`src/common/strap_pkg.sv`:
```
package strap_pkg;

	// strap pin positions in the shared pin vector
	localparam int STRAP_PINS      = 12;
	localparam int PIN_CONFIG_LSB  = 0;
	localparam int PIN_ADDR_LSB    = 3;
	localparam int PIN_NEG         = 6;
	localparam int PIN_SPEED       = 7;
	localparam int PIN_DUPLEX      = 8;
	localparam int PIN_TREE_N      = 9;
	localparam int PIN_FILTER      = 10;
	localparam int PIN_ADDR_ZERO   = 11;

	// weak pull direction per pin while in reset, 1 = pull-up
	localparam logic [STRAP_PINS-1:0] PULL_UP_MASK = 12'h3c8;

	// configuration strap codes
	localparam logic [2:0] CFG_NORMAL_NO_CROSS = 3'h0;
	localparam logic [2:0] CFG_NORMAL_CROSS    = 3'h2;
	localparam logic [2:0] CFG_BACK_TO_BACK    = 3'h6;

	// register byte addresses
	localparam logic [7:0] ADDR_CONTROL   = 8'h00;
	localparam logic [7:0] ADDR_ADVERTISE = 8'h04;
	localparam logic [7:0] ADDR_SETUP     = 8'h08;
	localparam logic [7:0] ADDR_STRAPS    = 8'h0c;

	// control register fields
	localparam int CTRL_SPEED  = 13;
	localparam int CTRL_NEG    = 12;
	localparam int CTRL_DUPLEX = 8;

	// advertisement register fields
	localparam int ADV_100FD = 8;
	localparam int ADV_100HD = 7;
	localparam int ADV_10FD  = 6;
	localparam int ADV_10HD  = 5;
	localparam logic [4:0] ADV_SELECTOR = 5'h01;

	// setup register field
	localparam int SETUP_FILTER_DIS = 0;

	// management address layout
	localparam logic [1:0] MGMT_ADDR_UPPER = 2'h0;

	// strap pins as captured, most significant pin first
	typedef struct packed {
		logic       addr_zero_unique;
		logic       filter_disable;
		logic       test_tree_n;
		logic       duplex;
		logic       speed;
		logic       neg_enable;
		logic [2:0] mgmt_addr;
		logic [2:0] config_code;
	} strap_field_type;

	// settings that leave the block
	typedef struct packed {
		logic       valid;
		logic       neg_enable;
		logic       speed_100;
		logic       full_duplex;
		logic       auto_crossover;
		logic       back_to_back;
		logic       config_reserved;
		logic       test_tree_enable;
		logic       filter_disable;
		logic       addr_zero_unique;
		logic [4:0] mgmt_addr;
	} link_setup_type;

endpackage : strap_pkg

```
`src/hdl/strap_pad_bank.sv`:
```
`timescale 1ns/100ps
module strap_pad_bank
	import strap_pkg::*;
(
	input  wire logic                  clk,
	input  wire logic                  rst_n,
	input  wire logic [STRAP_PINS-1:0] pin_in,
	input  wire logic [STRAP_PINS-1:0] func_out,
	output logic      [STRAP_PINS-1:0] pin_out,
	output logic      [STRAP_PINS-1:0] pin_oe,
	output logic                       pull_en,
	output logic      [STRAP_PINS-1:0] pull_up,
	output strap_field_type            capture,
	output logic                       capture_pulse
);

	typedef struct packed {
		logic                  sampled;
		logic                  pulse;
		strap_field_type       capture;
		logic [STRAP_PINS-1:0] out;
		logic [STRAP_PINS-1:0] oe;
		logic                  pull_en;
	} pad_state_type;

	pad_state_type s;
	pad_state_type next_s;

	// one capture after release, then the pins become outputs
	always_comb begin
		next_s = s;
		next_s.pulse = 1'b0;
		if (!s.sampled) begin
			next_s.sampled = 1'b1;
			next_s.pulse   = 1'b1;
			next_s.capture = strap_field_type'(pin_in);
		end else begin
			next_s.out     = func_out;
			next_s.oe      = '1;
			next_s.pull_en = 1'b0;
		end
	end

	// pins float with weak pulls while in reset
	always_ff @(posedge clk or negedge rst_n) begin
		if (!rst_n) begin
			s         <= '0;
			s.pull_en <= 1'b1;
		end else begin
			s <= next_s;
		end
	end

	assign pin_out       = s.out;
	assign pin_oe        = s.oe;
	assign pull_en       = s.pull_en;
	assign pull_up       = PULL_UP_MASK;
	assign capture       = s.capture;
	assign capture_pulse = s.pulse;

	a_capture_held: assert property (@(posedge clk) disable iff (!rst_n)
		$past(s.sampled) |-> $stable(s.capture))
		else $error("strap capture changed after the first sample");

	a_pins_drive: assert property (@(posedge clk) disable iff (!rst_n)
		s.pulse |=> (s.oe == '1) && !s.pull_en)
		else $error("strap pins not turned to outputs after capture");

	a_pins_float: assert property (@(posedge clk) disable iff (!rst_n)
		!s.sampled |-> (s.oe == '0) && s.pull_en)
		else $error("strap pins driven before capture");

endmodule : strap_pad_bank

```
`src/hdl/strap_config_latch.sv`:
```
// Implementation choices: the placing of the registers and the AHB-Lite interface to the registers.
`timescale 1ns/100ps
module strap_config_latch
	import strap_pkg::*;
(
	input  wire logic                  SYS_CLK,
	input  wire logic                  RST_N,
	input  wire logic                  HSEL,
	input  wire logic [7:0]            HADDR,
	input  wire logic [1:0]            HTRANS,
	input  wire logic                  HWRITE,
	input  wire logic [2:0]            HSIZE,
	input  wire logic [31:0]           HWDATA,
	input  wire logic                  HREADY,
	output logic      [31:0]           HRDATA,
	output logic                       HREADYOUT,
	output logic                       HRESP,
	input  wire logic [STRAP_PINS-1:0] STRAP_PIN_IN,
	input  wire logic [STRAP_PINS-1:0] STRAP_FUNC_OUT,
	output logic      [STRAP_PINS-1:0] STRAP_PIN_OUT,
	output logic      [STRAP_PINS-1:0] STRAP_PIN_OE,
	output logic                       STRAP_PULL_EN,
	output logic      [STRAP_PINS-1:0] STRAP_PULL_UP,
	input  wire logic [4:0]            QUERY_ADDR,
	output logic                       QUERY_HIT,
	output link_setup_type             LINK_SETUP
);

	typedef struct packed {
		logic                  hready;
		logic                  wr_pend;
		logic [7:0]            wr_addr;
		logic [31:0]           rdata;
		logic                  valid;
		logic                  speed;
		logic                  neg;
		logic                  duplex;
		logic [3:0]            adv;
		logic                  filter_dis;
		strap_field_type       straps;
		logic                  hit;
		link_setup_type        setup;
	} latch_state_type;

	latch_state_type s;
	latch_state_type next_s;
	strap_field_type capture;
	logic            capture_pulse;

	// management address match, used only by the answer flag
	function automatic logic addr_match(input logic [4:0] query, input logic [2:0] own,
		input logic unique_zero);
		addr_match = (query == {MGMT_ADDR_UPPER, own}) ||
			((query == 5'h00) && !unique_zero);
	endfunction : addr_match

	// register read view of a state copy
	function automatic logic [31:0] read_word(input latch_state_type v, input logic [7:0] a);
		read_word = 32'h0000_0000;
		case (a)
			ADDR_CONTROL: begin
				read_word[CTRL_SPEED]  = v.speed;
				read_word[CTRL_NEG]    = v.neg;
				read_word[CTRL_DUPLEX] = v.duplex;
			end
			ADDR_ADVERTISE: read_word[8:0] = {v.adv, ADV_SELECTOR};
			ADDR_SETUP:     read_word[SETUP_FILTER_DIS] = v.filter_dis;
			ADDR_STRAPS:    read_word[11:0] = {v.valid, v.setup.config_reserved,
				v.straps.addr_zero_unique, !v.straps.test_tree_n,
				v.setup.mgmt_addr, v.straps.config_code};
			default:        read_word = 32'h0000_0000;
		endcase
	endfunction : read_word

	strap_pad_bank u_pads (
		.clk           (SYS_CLK),
		.rst_n         (RST_N),
		.pin_in        (STRAP_PIN_IN),
		.func_out      (STRAP_FUNC_OUT),
		.pin_out       (STRAP_PIN_OUT),
		.pin_oe        (STRAP_PIN_OE),
		.pull_en       (STRAP_PULL_EN),
		.pull_up       (STRAP_PULL_UP),
		.capture       (capture),
		.capture_pulse (capture_pulse)
	);

	// strap load, register writes, then read data and derived settings
	always_comb begin
		next_s = s;
		next_s.hready = 1'b1;
		if (capture_pulse) begin
			next_s.valid      = 1'b1;
			next_s.straps     = capture;
			next_s.neg        = capture.neg_enable;
			next_s.speed      = capture.speed;
			next_s.duplex     = !capture.duplex;
			next_s.adv        = {capture.speed, capture.speed, 2'h3};
			next_s.filter_dis = capture.filter_disable;
		end
		// write data phase; a load in the same cycle loses to software
		if (s.wr_pend) begin
			case (s.wr_addr)
				ADDR_CONTROL: begin
					next_s.speed  = HWDATA[CTRL_SPEED];
					next_s.neg    = HWDATA[CTRL_NEG];
					next_s.duplex = HWDATA[CTRL_DUPLEX];
				end
				ADDR_ADVERTISE: next_s.adv = HWDATA[ADV_100FD:ADV_10HD];
				ADDR_SETUP:     next_s.filter_dis = HWDATA[SETUP_FILTER_DIS];
				default: ;
			endcase
		end
		// address phase; read data built from the updated copy so a read
		// right behind a write already sees the new value
		next_s.wr_pend = 1'b0;
		if (HSEL && HTRANS[1] && HREADY) begin
			next_s.wr_pend = HWRITE;
			next_s.wr_addr = {HADDR[7:2], 2'h0};
			if (!HWRITE)
				next_s.rdata = read_word(next_s, {HADDR[7:2], 2'h0});
		end
		// derived settings
		next_s.setup.valid            = next_s.valid;
		next_s.setup.neg_enable       = next_s.neg;
		next_s.setup.speed_100        = next_s.speed;
		next_s.setup.full_duplex      = next_s.duplex;
		next_s.setup.auto_crossover   = (next_s.straps.config_code == CFG_NORMAL_CROSS) ||
			(next_s.straps.config_code == CFG_BACK_TO_BACK);
		next_s.setup.back_to_back     = next_s.straps.config_code == CFG_BACK_TO_BACK;
		next_s.setup.config_reserved  = !next_s.setup.auto_crossover &&
			(next_s.straps.config_code != CFG_NORMAL_NO_CROSS);
		next_s.setup.test_tree_enable = !next_s.straps.test_tree_n;
		next_s.setup.filter_disable   = next_s.filter_dis;
		next_s.setup.addr_zero_unique = next_s.straps.addr_zero_unique;
		next_s.setup.mgmt_addr        = {MGMT_ADDR_UPPER, next_s.straps.mgmt_addr};
		next_s.hit = addr_match(QUERY_ADDR, next_s.straps.mgmt_addr,
			next_s.straps.addr_zero_unique);
	end

	// defaults equal the unstrapped pin levels until the capture lands
	always_ff @(posedge SYS_CLK or negedge RST_N) begin
		if (!RST_N) begin
			s                        <= '0;
			s.speed                  <= 1'b1;
			s.neg                    <= 1'b1;
			s.adv                    <= 4'hf;
			s.straps.test_tree_n     <= 1'b1;
			s.straps.duplex          <= 1'b1;
			s.straps.speed           <= 1'b1;
			s.straps.neg_enable      <= 1'b1;
			s.straps.mgmt_addr       <= 3'h1;
			s.setup.neg_enable       <= 1'b1;
			s.setup.speed_100        <= 1'b1;
			s.setup.mgmt_addr        <= 5'h01;
		end else begin
			s <= next_s;
		end
	end

	assign HRDATA     = s.rdata;
	assign HREADYOUT  = s.hready;
	assign HRESP      = 1'b0;
	assign QUERY_HIT  = s.hit;
	assign LINK_SETUP = s.setup;

	a_neg_load: assert property (@(posedge SYS_CLK) disable iff (!RST_N)
		capture_pulse && !s.wr_pend |=> s.neg == $past(capture.neg_enable))
		else $error("negotiation bit not loaded from strap");

	a_speed_load: assert property (@(posedge SYS_CLK) disable iff (!RST_N)
		capture_pulse && !s.wr_pend |=> s.speed == $past(capture.speed) &&
		s.adv[3] == $past(capture.speed) && s.adv[2] == $past(capture.speed))
		else $error("speed bits not loaded from strap");

	a_duplex_inv: assert property (@(posedge SYS_CLK) disable iff (!RST_N)
		capture_pulse && !s.wr_pend |=> s.duplex != $past(capture.duplex))
		else $error("duplex bit not inverted strap");

	a_filter_load: assert property (@(posedge SYS_CLK) disable iff (!RST_N)
		capture_pulse && !s.wr_pend |=> ##1 LINK_SETUP.filter_disable ==
		$past(capture.filter_disable, 2))
		else $error("filter setting does not follow strap");

	a_cross_decode: assert property (@(posedge SYS_CLK) disable iff (!RST_N)
		LINK_SETUP.auto_crossover == (s.straps.config_code[1:0] == 2'h2))
		else $error("crossover setting does not match configuration code");

	a_tree_level: assert property (@(posedge SYS_CLK) disable iff (!RST_N)
		LINK_SETUP.test_tree_enable != s.straps.test_tree_n)
		else $error("test tree setting has wrong polarity");

	a_addr_upper: assert property (@(posedge SYS_CLK) disable iff (!RST_N)
		LINK_SETUP.mgmt_addr[4:3] == 2'h0 &&
		LINK_SETUP.mgmt_addr[2:0] == s.straps.mgmt_addr)
		else $error("management address upper bits not zero");

	a_zero_answer: assert property (@(posedge SYS_CLK) disable iff (!RST_N)
		QUERY_ADDR == 5'h00 && !s.straps.addr_zero_unique && !capture_pulse |=> QUERY_HIT)
		else $error("broadcast address zero not answered");

	a_ahb_ready: assert property (@(posedge SYS_CLK) disable iff (!RST_N)
		$past(RST_N) |-> HREADYOUT && !HRESP)
		else $error("slave stalled or answered with error");

endmodule : strap_config_latch

```
`config.mk`:
```
export PLATFORM = sky130hd
export DESIGN_NAME = strap_config_latch
export DESIGN_NICKNAME = d
export VERILOG_FILES = /design/src/common/strap_pkg.sv /design/src/hdl/strap_pad_bank.sv /design/src/hdl/strap_config_latch.sv
export SDC_FILE = /design/constraint.sdc
export NUM_CORES = 1
export LEC_CHECK = 0
export ABC_AREA = 1
export BUFFER_PORTS_ARGS = -buffer_cell sky130_fd_sc_hd__buf_2
export CELL_PAD_IN_SITES_DETAIL_PLACEMENT = 1
export CELL_PAD_IN_SITES_GLOBAL_PLACEMENT = 1
export CORE_MARGIN = 4
export CORE_UTILIZATION = 33
export CTS_CLUSTER_DIAMETER = 40
export DETAILED_ROUTE_END_ITERATION = 12
export GPL_ROUTABILITY_DRIVEN = 0
export PLACE_DENSITY = 0.89
export SLEW_MARGIN = 10
export SYNTH_ARGS = -nofsm -noshare
export SYNTH_HDL_FRONTEND = slang
export SYNTH_SLANG_ARGS = --single-unit
```
`constraint.sdc`:
```
create_clock -name SYS_CLK -period 1.8 [get_ports SYS_CLK]
set_clock_uncertainty 0.2 [all_clocks]
set_input_delay 0.09 -clock SYS_CLK [delete_from_list [all_inputs] [get_ports SYS_CLK]]
set_output_delay 0.09 -clock SYS_CLK [all_outputs]
set_load 0.03 [all_outputs]
```
==> flow_summary.json, run 1 <==
{
  "status": "complete, no violations",
  "synth_top_area_share_pct": 44.3,
  "crit_arrival_ns": 1.77,
  "drc_errors": 0,
  "wl_met2_um": 5060,
  "start_util_pct": 33.9,
  "hp-class": "input pin to flop",
  "place_hpwl_um": 6740,
  "final_core_util_pct": 43.5,
  "yosysMostFrequentCell": "nand2_1",
  "async_flop_share_pct": 100,
  "cts.reportedPaths.clkPinSlew_ns": 0.08,
  "critPathKind": "flop to flop",
  "finalMaxSlewViolations": 0,
  "postLayoutCellArea_um2": 4490,
  "dp_cells": 597,
  "clockRootBuffer": "clkbuf_8",
  "io_pins": 166,
  "ys_seq_area_share_pct": 51.1,
  "rsz0062_at_grt": "true",
  "syn_inst": 402,
  "cpMostUsedCell": "nand2_1",
  "critPathLaunchType": "flop",
  "drt_pre_antenna_iters": 4,
  "wl_met1_um": 3910,
  "period_share_pct": 93.3,
  "crit_path_end_kind": "flop",
  "ant_nets": 0,
  "ys_top_cells_by_area": "dfrtp_1 44%, buf_4 15%, nand2_1 14%, dfstp_2 6.8%, inv_1 3.2%",
  "route.met3.wl_um": 488,
  "grt_pass1_vias": 3109,
  "critPathMaxFanout": 3,
  "vias": 2800,
  "crit_buf_inv": 0,
  "synthTopCellsByCount": "126 x nand2_1, 71 x buf_4, 62 x dfrtp_1, 30 x inv_1, 19 x nor2_1",
  "fill_cells": 1256,
  "die_y_um": 111,
  "finalCriticalPeriod_ns": 1.68,
  "cp_slowest_cell": "dfrtp_1",
  "multi_input_area_um2": 1120,
  "htree_levels": 3,
  "grt_start_max_net_pins": 35,
  "yosysTopAreaCell": "dfrtp_1",
  "routed.top_layer": "met4",
  "critPathTopFamily": "simple AND/OR/NAND/NOR gates",
  "clk_path_buf_depth": 2,
  "powerDensity_nw_per_um2": 931,
  "finalNonFillerCells": 659,
  "gr-total-overflow": 0,
  "cpPeakStageDelay_ns": 0.39,
  "p_total_mw": 4.18,
  "ir_drop_mv": 0.610,
  "ys.flop_type": "dfrtp_1",
  "avgSynthCellArea_um2": 8.71,
  "nets": 597,
  "dieWidth_um": 111,
  "seq_area_um2": 1790,
  "yosys_warnings": 0,
  "syn_area_um2": 3500,
  "antenna_found_initial": 0,
  "core_area_um2": 10300,
  "port_buffers": 101,
  "detail_route.iter0.violations": 94,
  "dieArea_um2": 12300,
  "tritoncts": "yes",
  "cts.sinks": 71,
  "finalWirelength_um": 9580,
  "grt_pass1_wl_um": 15800,
  "postCtsSetupBuffers": 0,
  "final-setup-viol-count": 0,
  "gr-usage-all-layers_pct": 15.8,
  "synth-edff-count": 0,
  "path_cells": "nor2_1, nand2_1, nor2_2, nand2_1, o21ai_1, nand2_1, nand2_1, nand2_1, nand2_1",
  "diodes": 0,
  "drive_above_1_share_pct": 30.0,
  "area_growth_pct": 28.2,
  "num_rows": 37,
  "place_area_um2": 3770,
  "fmax_mhz": 595,
  "wl_per_cell_um": 14.5,
  "required_ns": 1.89,
  "p_leak_nw": 2.39,
  "vias_per_cell": 4.25,
  "cts_inserted_buffers": 9,
  "clock_latency_ns": 0.34,
  "maxCapViolCount": 0,
  "synth_cell_types": 33,
  "finalHoldViolCount": 0,
  "tns_ns": 0,
  "synth_seq_cells": 71
}
repair_timing:
item                                    in CTS  in global routing
endpoints found under the setup margin       0                  6
hold buffers                                46                  0
endpoints found under the hold margin      122                  0
gates resized for setup                      0                  5
final timing paths:
path | from | to | slack, ns | cells after the start
worst max-delay path | s[76]$_DFFE_PN0P_ | HRDATA[0]$_DFFE_PN0P_ | 0.12 | 9
min in group asynchronous | RST_N | s[74]$_DFFE_PN0P_ | 0.05 | 2
worst min-delay path | HSEL | HRDATA[0]$_DFFE_PN0P_ | 0.02 | 5
worst max register to register | s[76]$_DFFE_PN0P_ | HRDATA[0]$_DFFE_PN0P_ | 0.12 | 9
worst min register to register | u_pads.pull_en$_DFFE_PN1P_ | u_pads.pull_en$_DFFE_PN1P_ | 0.26 | 2
max in group asynchronous | RST_N | u_pads.pull_en$_DFFE_PN1P_ | 0.74 | 3
per-layer routing:
metal | vias to the layer above | track usage, %
met1 | 1340 | 18.3
met4 | 0 | 3.61
met2 | 91 | 29.0
met5 | - | 0
met3 | 11 | 4.15
li1 | 1358 | -
power breakdown:
part           internal (mW)  switching, mW  leakage [nW]
Clock                  0.997          0.610         0.130
Sequential              1.74         0.0849         0.866
Combinational          0.249          0.499          1.39
Total                   2.98           1.19          2.39
stage by stage:
step / worst slack, ns / hold WS, ns
after global placement: 0.194 / -0.130
after floorplan: 0.382 / -0.406
after CTS: 0.0999 / 0.000687
after detailed placement: 0.113 / -0.118
final: 0.120 / 0.0186
after global routing: -0.0424 / 0.0423
state kept, by name (all words and copies together), names as in the netlist, 12 cells and up:
| register | cells |
|---|---|
| s | 15 |
| HRDATA | 14 |
| LINK_SETUP | 13 |
| u_pads.capture | 12 |
| u_pads.pin_out | 12 |
area by class of cell:
class | count | share of cell area, %
Clock buffer | 11 | 3.37
Clock inverter | 5 | 2.31
Inverter | 33 | 2.76
Multi-Input combinational cell | 249 | 24.9
Sequential cell | 71 | 39.9
Tap cell | 136 | 3.79
Timing Repair Buffer | 154 | 23.0
kinds of logic (layout without fill, tap and decap cells):
| kind of cell | Yosys count | after routing | synth area share (%) |
|---|---|---|---|
| mux | 2 | 2 | 0.644 |
| compound gates | 32 | 32 | 5.29 |
| simple gates | 178 | 178 | 21.4 |
| other cells | 2 | 34 | 0.215 |
| buf+inv | 114 | 203 | 20.6 |
| flops | 71 | 71 | 51.1 |
| xor+xnor | 3 | 3 | 0.751 |
layout by cell type, fill, tap and decap left out, types with 2 or more instances in the layout:
cell and instances:
bufinv_16 3, inv_1 30, nand2_1 126, a21oi_1 3, mux2_2 2, buf_2 100
o21ai_2 5, clkbuf_8 11, xor2_1 3, buf_4 7, nand3_1 14, or2_1 4
nand2_2 4, conb_1 34, o21ai_1 12, or2_2 2, o21ai_0 9, nor2_2 3
dfstp_2 9, inv_2 3, dlygate4sd3_1 46, dfrtp_1 61, nor2_4 2, nor2_1 17
worst reg2reg max path, delay by kind of cell (launching register included):
kind | cells | cell delay, ns
AOI/OAI and AO/OA | 1 | 0.15
DFF | 1 | 0.39
and+or+nand+nor | 8 | 0.89
Note: power is estimated with default switching activity, not from simulation.
==> inputs of run 2 (changes only) <==
CORE_ASPECT_RATIO = 1.2   (was unset)
==> flow_summary.json, run 2 (synthesized netlist as in run 1, its figures left out) <==
{
  "status": "complete, no violations",
  "required_ns": 1.86,
  "htree_levels": 3,
  "port_buffers": 101,
  "tritoncts": "yes",
  "die_y_um": 121,
  "crit_buf_inv": 3,
  "cpPeakStageDelay_ns": 0.57,
  "critPathKind": "input pin to flop",
  "core_area_um2": 10200,
  "cts.reportedPaths.clkPinSlew_ns": 0.05,
  "finalCriticalPeriod_ns": 1.69,
  "vias_per_cell": 4.32,
  "num_rows": 40,
  "finalHoldViolCount": 0,
  "place_hpwl_um": 6600,
  "cpMostUsedCell": "dlygate4sd3_1",
  "clk_path_buf_depth": 2,
  "tns_ns": 0,
  "final_core_util_pct": 43.7,
  "wl_per_cell_um": 14.8,
  "finalWirelength_um": 9610,
  "critPathMaxFanout": 2,
  "rsz0062_at_grt": "false",
  "fmax_mhz": 592,
  "gr-total-overflow": 0,
  "antenna_found_initial": 3,
  "critPathLaunchType": "input pin",
  "clock_latency_ns": 0.33,
  "finalMaxSlewViolations": 0,
  "cts_inserted_buffers": 9,
  "ant_nets": 0,
  "postCtsSetupBuffers": 0,
  "path_cells": "dlygate4sd3_1, buf_2, nor4_2, dlygate4sd3_1, nand3_1, nand2_1",
  "detail_route.iter0.violations": 104,
  "drive_above_1_share_pct": 28.8,
  "clockRootBuffer": "clkbuf_16",
  "start_util_pct": 34.3,
  "hp-class": "input pin to flop",
  "powerDensity_nw_per_um2": 926,
  "cts.sinks": 71,
  "final-setup-viol-count": 0,
  "drc_errors": 0,
  "drt_pre_antenna_iters": 4,
  "crit_path_end_kind": "flop",
  "gr-usage-all-layers_pct": 16.4,
  "top_register": "s",
  "maxCapViolCount": 0,
  "p_leak_nw": 2.37,
  "nets": 594,
  "final_common_cell": "nand2_1",
  "crit_arrival_ns": 1.75,
  "final_cell_mix": "125 x nand2_1, 100 x buf_2, 62 x dfrtp_1",
  "dieWidth_um": 102,
  "critPathTopFamily": "buffers and inverters",
  "io_pins": 166,
  "ir_drop_mv": 0.460,
  "area_growth_pct": 27.4,
  "grt_pass1_vias": 3092,
  "vias": 2801,
  "grt_pass1_wl_um": 15500,
  "dieArea_um2": 12300,
  "grt_start_max_net_pins": 45,
  "cp_slowest_cell": "dlygate4sd3_1",
  "finalNonFillerCells": 649,
  "period_share_pct": 93.8,
  "largest_reg_flops": 15,
  "dp_cells": 586
}
==> run 2: cell count changes in the layout (fill, tap and decap cells not counted), sizes merged <==
cell	previous run	this run
buf	108	107
diode	0	3
clkbuf	11	14
dlygate4sd3	46	44
bufinv	3	0
==> run 2: path summary, 6_finish.rpt <==
check / start / endpoint / cells after the start / slack [ns]
max in group asynchronous: RST_N / LINK_SETUP[0]$_DFF_PN1_ / 3 / 0.70
hold / removal: HTRANS[1] / HRDATA[8]$_DFFE_PN0P_ / 5 / 0.05
setup / recovery: QUERY_ADDR[1] / QUERY_HIT$_DFF_PN0_ / 6 / 0.11
setup reg to reg: s[76]$_DFFE_PN0P_ / HRDATA[13]$_DFFE_PN0P_ / 6 / 0.12
min in group asynchronous: RST_N / s[74]$_DFFE_PN0P_ / 2 / 0.07
hold reg to reg: u_pads.pull_en$_DFFE_PN1P_ / u_pads.pull_en$_DFFE_PN1P_ / 2 / 0.26
==> run 2: power breakdown <==
part / internal [mW] / switching [mW] / total, mW
Combinational: 0.245 / 0.499 / 0.744
Clock: 0.930 / 0.630 / 1.56
Sequential: 1.74 / 0.0818 / 1.82
Total: 2.91 / 1.21 / 4.13
==> run 2: layout make-up <==
class	count	area (µm²)
antenna	3	7.51
clock buffer	14	244
clock inverter	2	10.0
fill	1255	5750
inverter	33	124
multi-input combinational	249	1120
sequential	71	1790
tap	126	158
timing repair buffer	151	1010
==> run 2: layer usage <==
layer | global-route usage, % | up-vias | part of all wire, %
li1 | - | 1355 | -
met1 | 17.7 | 1333 | 37
met2 | 28.8 | 93 | 54
met3 | 4.04 | 20 | 5.9
met4 | 8.61 | 0 | 3.1
met5 | 0 | - | 0
==> run 2: worst reg2reg max path, cell delays in order (launching register included) <==
cell and delay, ns:
dfrtp_1 0.42, nor2_1 0.19, nand2_1 0.13, inv_1 0.12, nand2_1 0.14, o21ai_0 0.26, o21ai_0 0.11
==> run 2: repair_timing <==
item | in CTS | in global routing
hold endpoints to repair | 119 | 0
gates resized for setup | 0 | 3
hold buffers | 44 | 0
setup endpoints to repair | 0 | 3
==> run 2: stage by stage <==
| step | hold slack, ns | cell area, µm² | setup WS [ns] | power (mW) |
|---|---|---|---|---|
| after CTS | 0.00239 | 4440 | 0.0851 | 4.15 |
| final | 0.0492 | 4460 | 0.111 | 4.13 |
| after detailed placement | -0.162 | 3750 | 0.155 | 2.50 |
| after global placement | -0.168 | 3750 | 0.261 | 2.47 |
| after floorplan | -0.406 | 3620 | 0.382 | 2.37 |
| after global routing | 0.0888 | 4460 | 0.0126 | 4.32 |
==> inputs of run 3 (changes only) <==
CORE_UTILIZATION = 34   (was 33)
SYNTH_HIERARCHICAL = 1   (was unset)
==> flow_summary.json, run 3 <==
{
  "tightestPinTransition_ns": 0.703,
  "gr-total-overflow": 0,
  "avgSynthCellArea_um2": 8.72,
  "grt_pass1_vias": 3088,
  "p_total_mw": 4.91,
  "die_y_um": 123,
  "synth_top_area_share_pct": 42.0,
  "cts.reportedPaths.clkPinSlew_ns": 0.06,
  "wl_per_cell_um": 14.3,
  "p_leak_nw": 2.50,
  "path_cells": "dlygate4sd3_1, buf_2, nor4_1, dlygate4sd3_1, nand3_1, nand2_1",
  "antenna_found_initial": 0,
  "clock_latency_ns": 0.33,
  "top_register": "s",
  "crit_buf_inv": 3,
  "yosysTopAreaCell": "dfrtp_1",
  "hp-class": "input pin to flop",
  "cpMostUsedCell": "dlygate4sd3_1",
  "cts.sinks": 72,
  "num_rows": 41,
  "finalCriticalPeriod_ns": 1.71,
  "grt_start_max_net_pins": 34,
  "gr-usage-all-layers_pct": 15.0,
  "cpPeakStageDelay_ns": 0.59,
  "port_buffers": 101,
  "tritoncts": "yes",
  "required_ns": 1.87,
  "detail_route.iter0.violations": 61,
  "syn_area_um2": 3750,
  "cp_slowest_cell": "dlygate4sd3_1",
  "ctsResizeCount": 0,
  "ir_drop_mv": 0.459,
  "ys.flop_type": "dfrtp_1",
  "nets": 601,
  "clk_path_buf_depth": 2,
  "synthTopCellsByCount": "124 x nand2_1, 98 x buf_4, 63 x dfrtp_1, 31 x inv_1, 17 x nor2_1",
  "crit_path_end_kind": "flop",
  "ys_seq_area_share_pct": 48.3,
  "final_cell_mix": "124 x nand2_1, 100 x buf_2, 63 x dfrtp_1",
  "place_hpwl_um": 6450,
  "final-setup-viol-count": 0,
  "maxCapViolCount": 0,
  "vias_per_cell": 4.28,
  "drive_above_1_share_pct": 29.4,
  "largest_reg_flops": 15,
  "drt_pre_antenna_iters": 4,
  "crit_arrival_ns": 1.78,
  "clockRootBuffer": "clkbuf_16",
  "vias": 2805,
  "final_common_cell": "nand2_1",
  "diodes": 0,
  "syn_inst": 430,
  "area_growth_pct": 24.3,
  "critPathTopFamily": "buffers and inverters",
  "yosys_warnings": 6,
  "grt_pass1_wl_um": 15100,
  "ctsHoldBuffers": 48,
  "synth_seq_cells": 72,
  "powerDensity_nw_per_um2": 1050,
  "io_pins": 166,
  "ant_nets": 0,
  "drc_errors": 0,
  "rsz0062_at_grt": "false",
  "synth_cell_types": 32,
  "finalNonFillerCells": 656,
  "cts_inserted_buffers": 9,
  "async_flop_share_pct": 100,
  "dp_cells": 592,
  "synth-edff-count": 0,
  "period_share_pct": 95.2,
  "htree_levels": 3,
  "critPathLaunchType": "input pin",
  "finalMaxSlewViolations": 0,
  "core_area_um2": 10700,
  "yosysMostFrequentCell": "nand2_1",
  "start_util_pct": 35.1,
  "fmax_mhz": 584,
  "ys_top_cells_by_area": "dfrtp_1 42%, buf_4 20%, nand2_1 12%, dfstp_2 6.3%, inv_1 3.1%",
  "dieWidth_um": 104,
  "critPathMaxFanout": 2,
  "finalWirelength_um": 9400,
  "slew_headroom_pct": 53.0,
  "critPathKind": "input pin to flop",
  "tns_ns": 0,
  "status": "complete, no violations",
  "dieArea_um2": 12800,
  "finalHoldViolCount": 0,
  "postCtsSetupBuffers": 0
}
## run 3: cell types whose count changed after synthesis, moves of 2 or more
cell	change
clkbuf_1	-2
nor2_1	-2
nand2_1	-2
nor2_2	+3
conb_1	+2
buf_4	+27
o21ai_1	-3
or2_0	+2
buf_2	-2
buf_6	+3
nor2_4	-2
## run 3: layout make-up
cell class	instances	area [µm²]
clock inverter	7	168
tap	129	161
multi-input combinational	248	1100
timing repair buffer	156	1050
clock buffer	9	225
inverter	35	136
fill	1268	6010
sequential	72	1810
## run 3: worst paths after layout
| kind | from | end | slack, ns | cells past startpoint |
|---|---|---|---|---|
| min | HREADY | HRDATA[7]$_DFFE_PN0P_ | 0.06 | 5 |
| max in group asynchronous | RST_N | LINK_SETUP[10]$_DFF_PN0_ | 0.17 | 3 |
| min in group asynchronous | RST_N | s[29]$_DFF_PN1_ | 0.11 | 2 |
| max | QUERY_ADDR[0] | QUERY_HIT$_DFF_PN0_ | 0.09 | 6 |
| max reg2reg | s[72]$_DFFE_PN0P_ | HRDATA[6]$_DFFE_PN0P_ | 0.20 | 9 |
| min reg2reg | u_pads/pull_en$_DFFE_PN1P_ | u_pads/pull_en$_DFFE_PN1P_ | 0.25 | 2 |
## run 3: worst min-delay path, cell delays in order
cell and delay [ns]:
buf_2 0.11, nand4_2 0.13, nor3_1 0.10, nand2_1 0.07, nand2_1 0.04
## run 3: kinds of logic after synthesis
logic type	synth area share (%)
flops	48.3
xor+xnor	0.701
compound gates	4.91
other cells	0.400
buf+inv	25.3
simple gates	19.8
mux	0.601
## run 3: layer usage
| layer | track usage (%) | vias up | part of all wire (%) |
|---|---|---|---|
| li1 | - | 1367 | - |
| met1 | 16.0 | 1329 | 39 |
| met2 | 28.0 | 94 | 53 |
| met3 | 4.60 | 15 | 6.4 |
| met4 | 5.82 | 0 | 1.7 |
| met5 | 0 | - | 0 |
## run 3: through the flow
stage	hold WS [ns]	instance area [µm²]	util, %	setup slack (ns)
CTS	0.0413	4660	43.7	0.133
finish	0.0602	4660	43.7	0.0862
floorplan	-0.406	3870	-	0.405
global route	0.0982	4660	43.7	0.0000306
detailed placement	-0.214	3790	35.5	0.226
global placement	-0.220	3790	35.5	0.275
## run 3: power by group
| group | switching (mW) | internal [mW] | leakage, nW |
|---|---|---|---|
| logic | 0.492 | 0.252 | 1.43 |
| clock network | 0.680 | 1.64 | 0.190 |
| registers | 0.0825 | 1.76 | 0.878 |
| total | 1.26 | 3.65 | 2.50 |
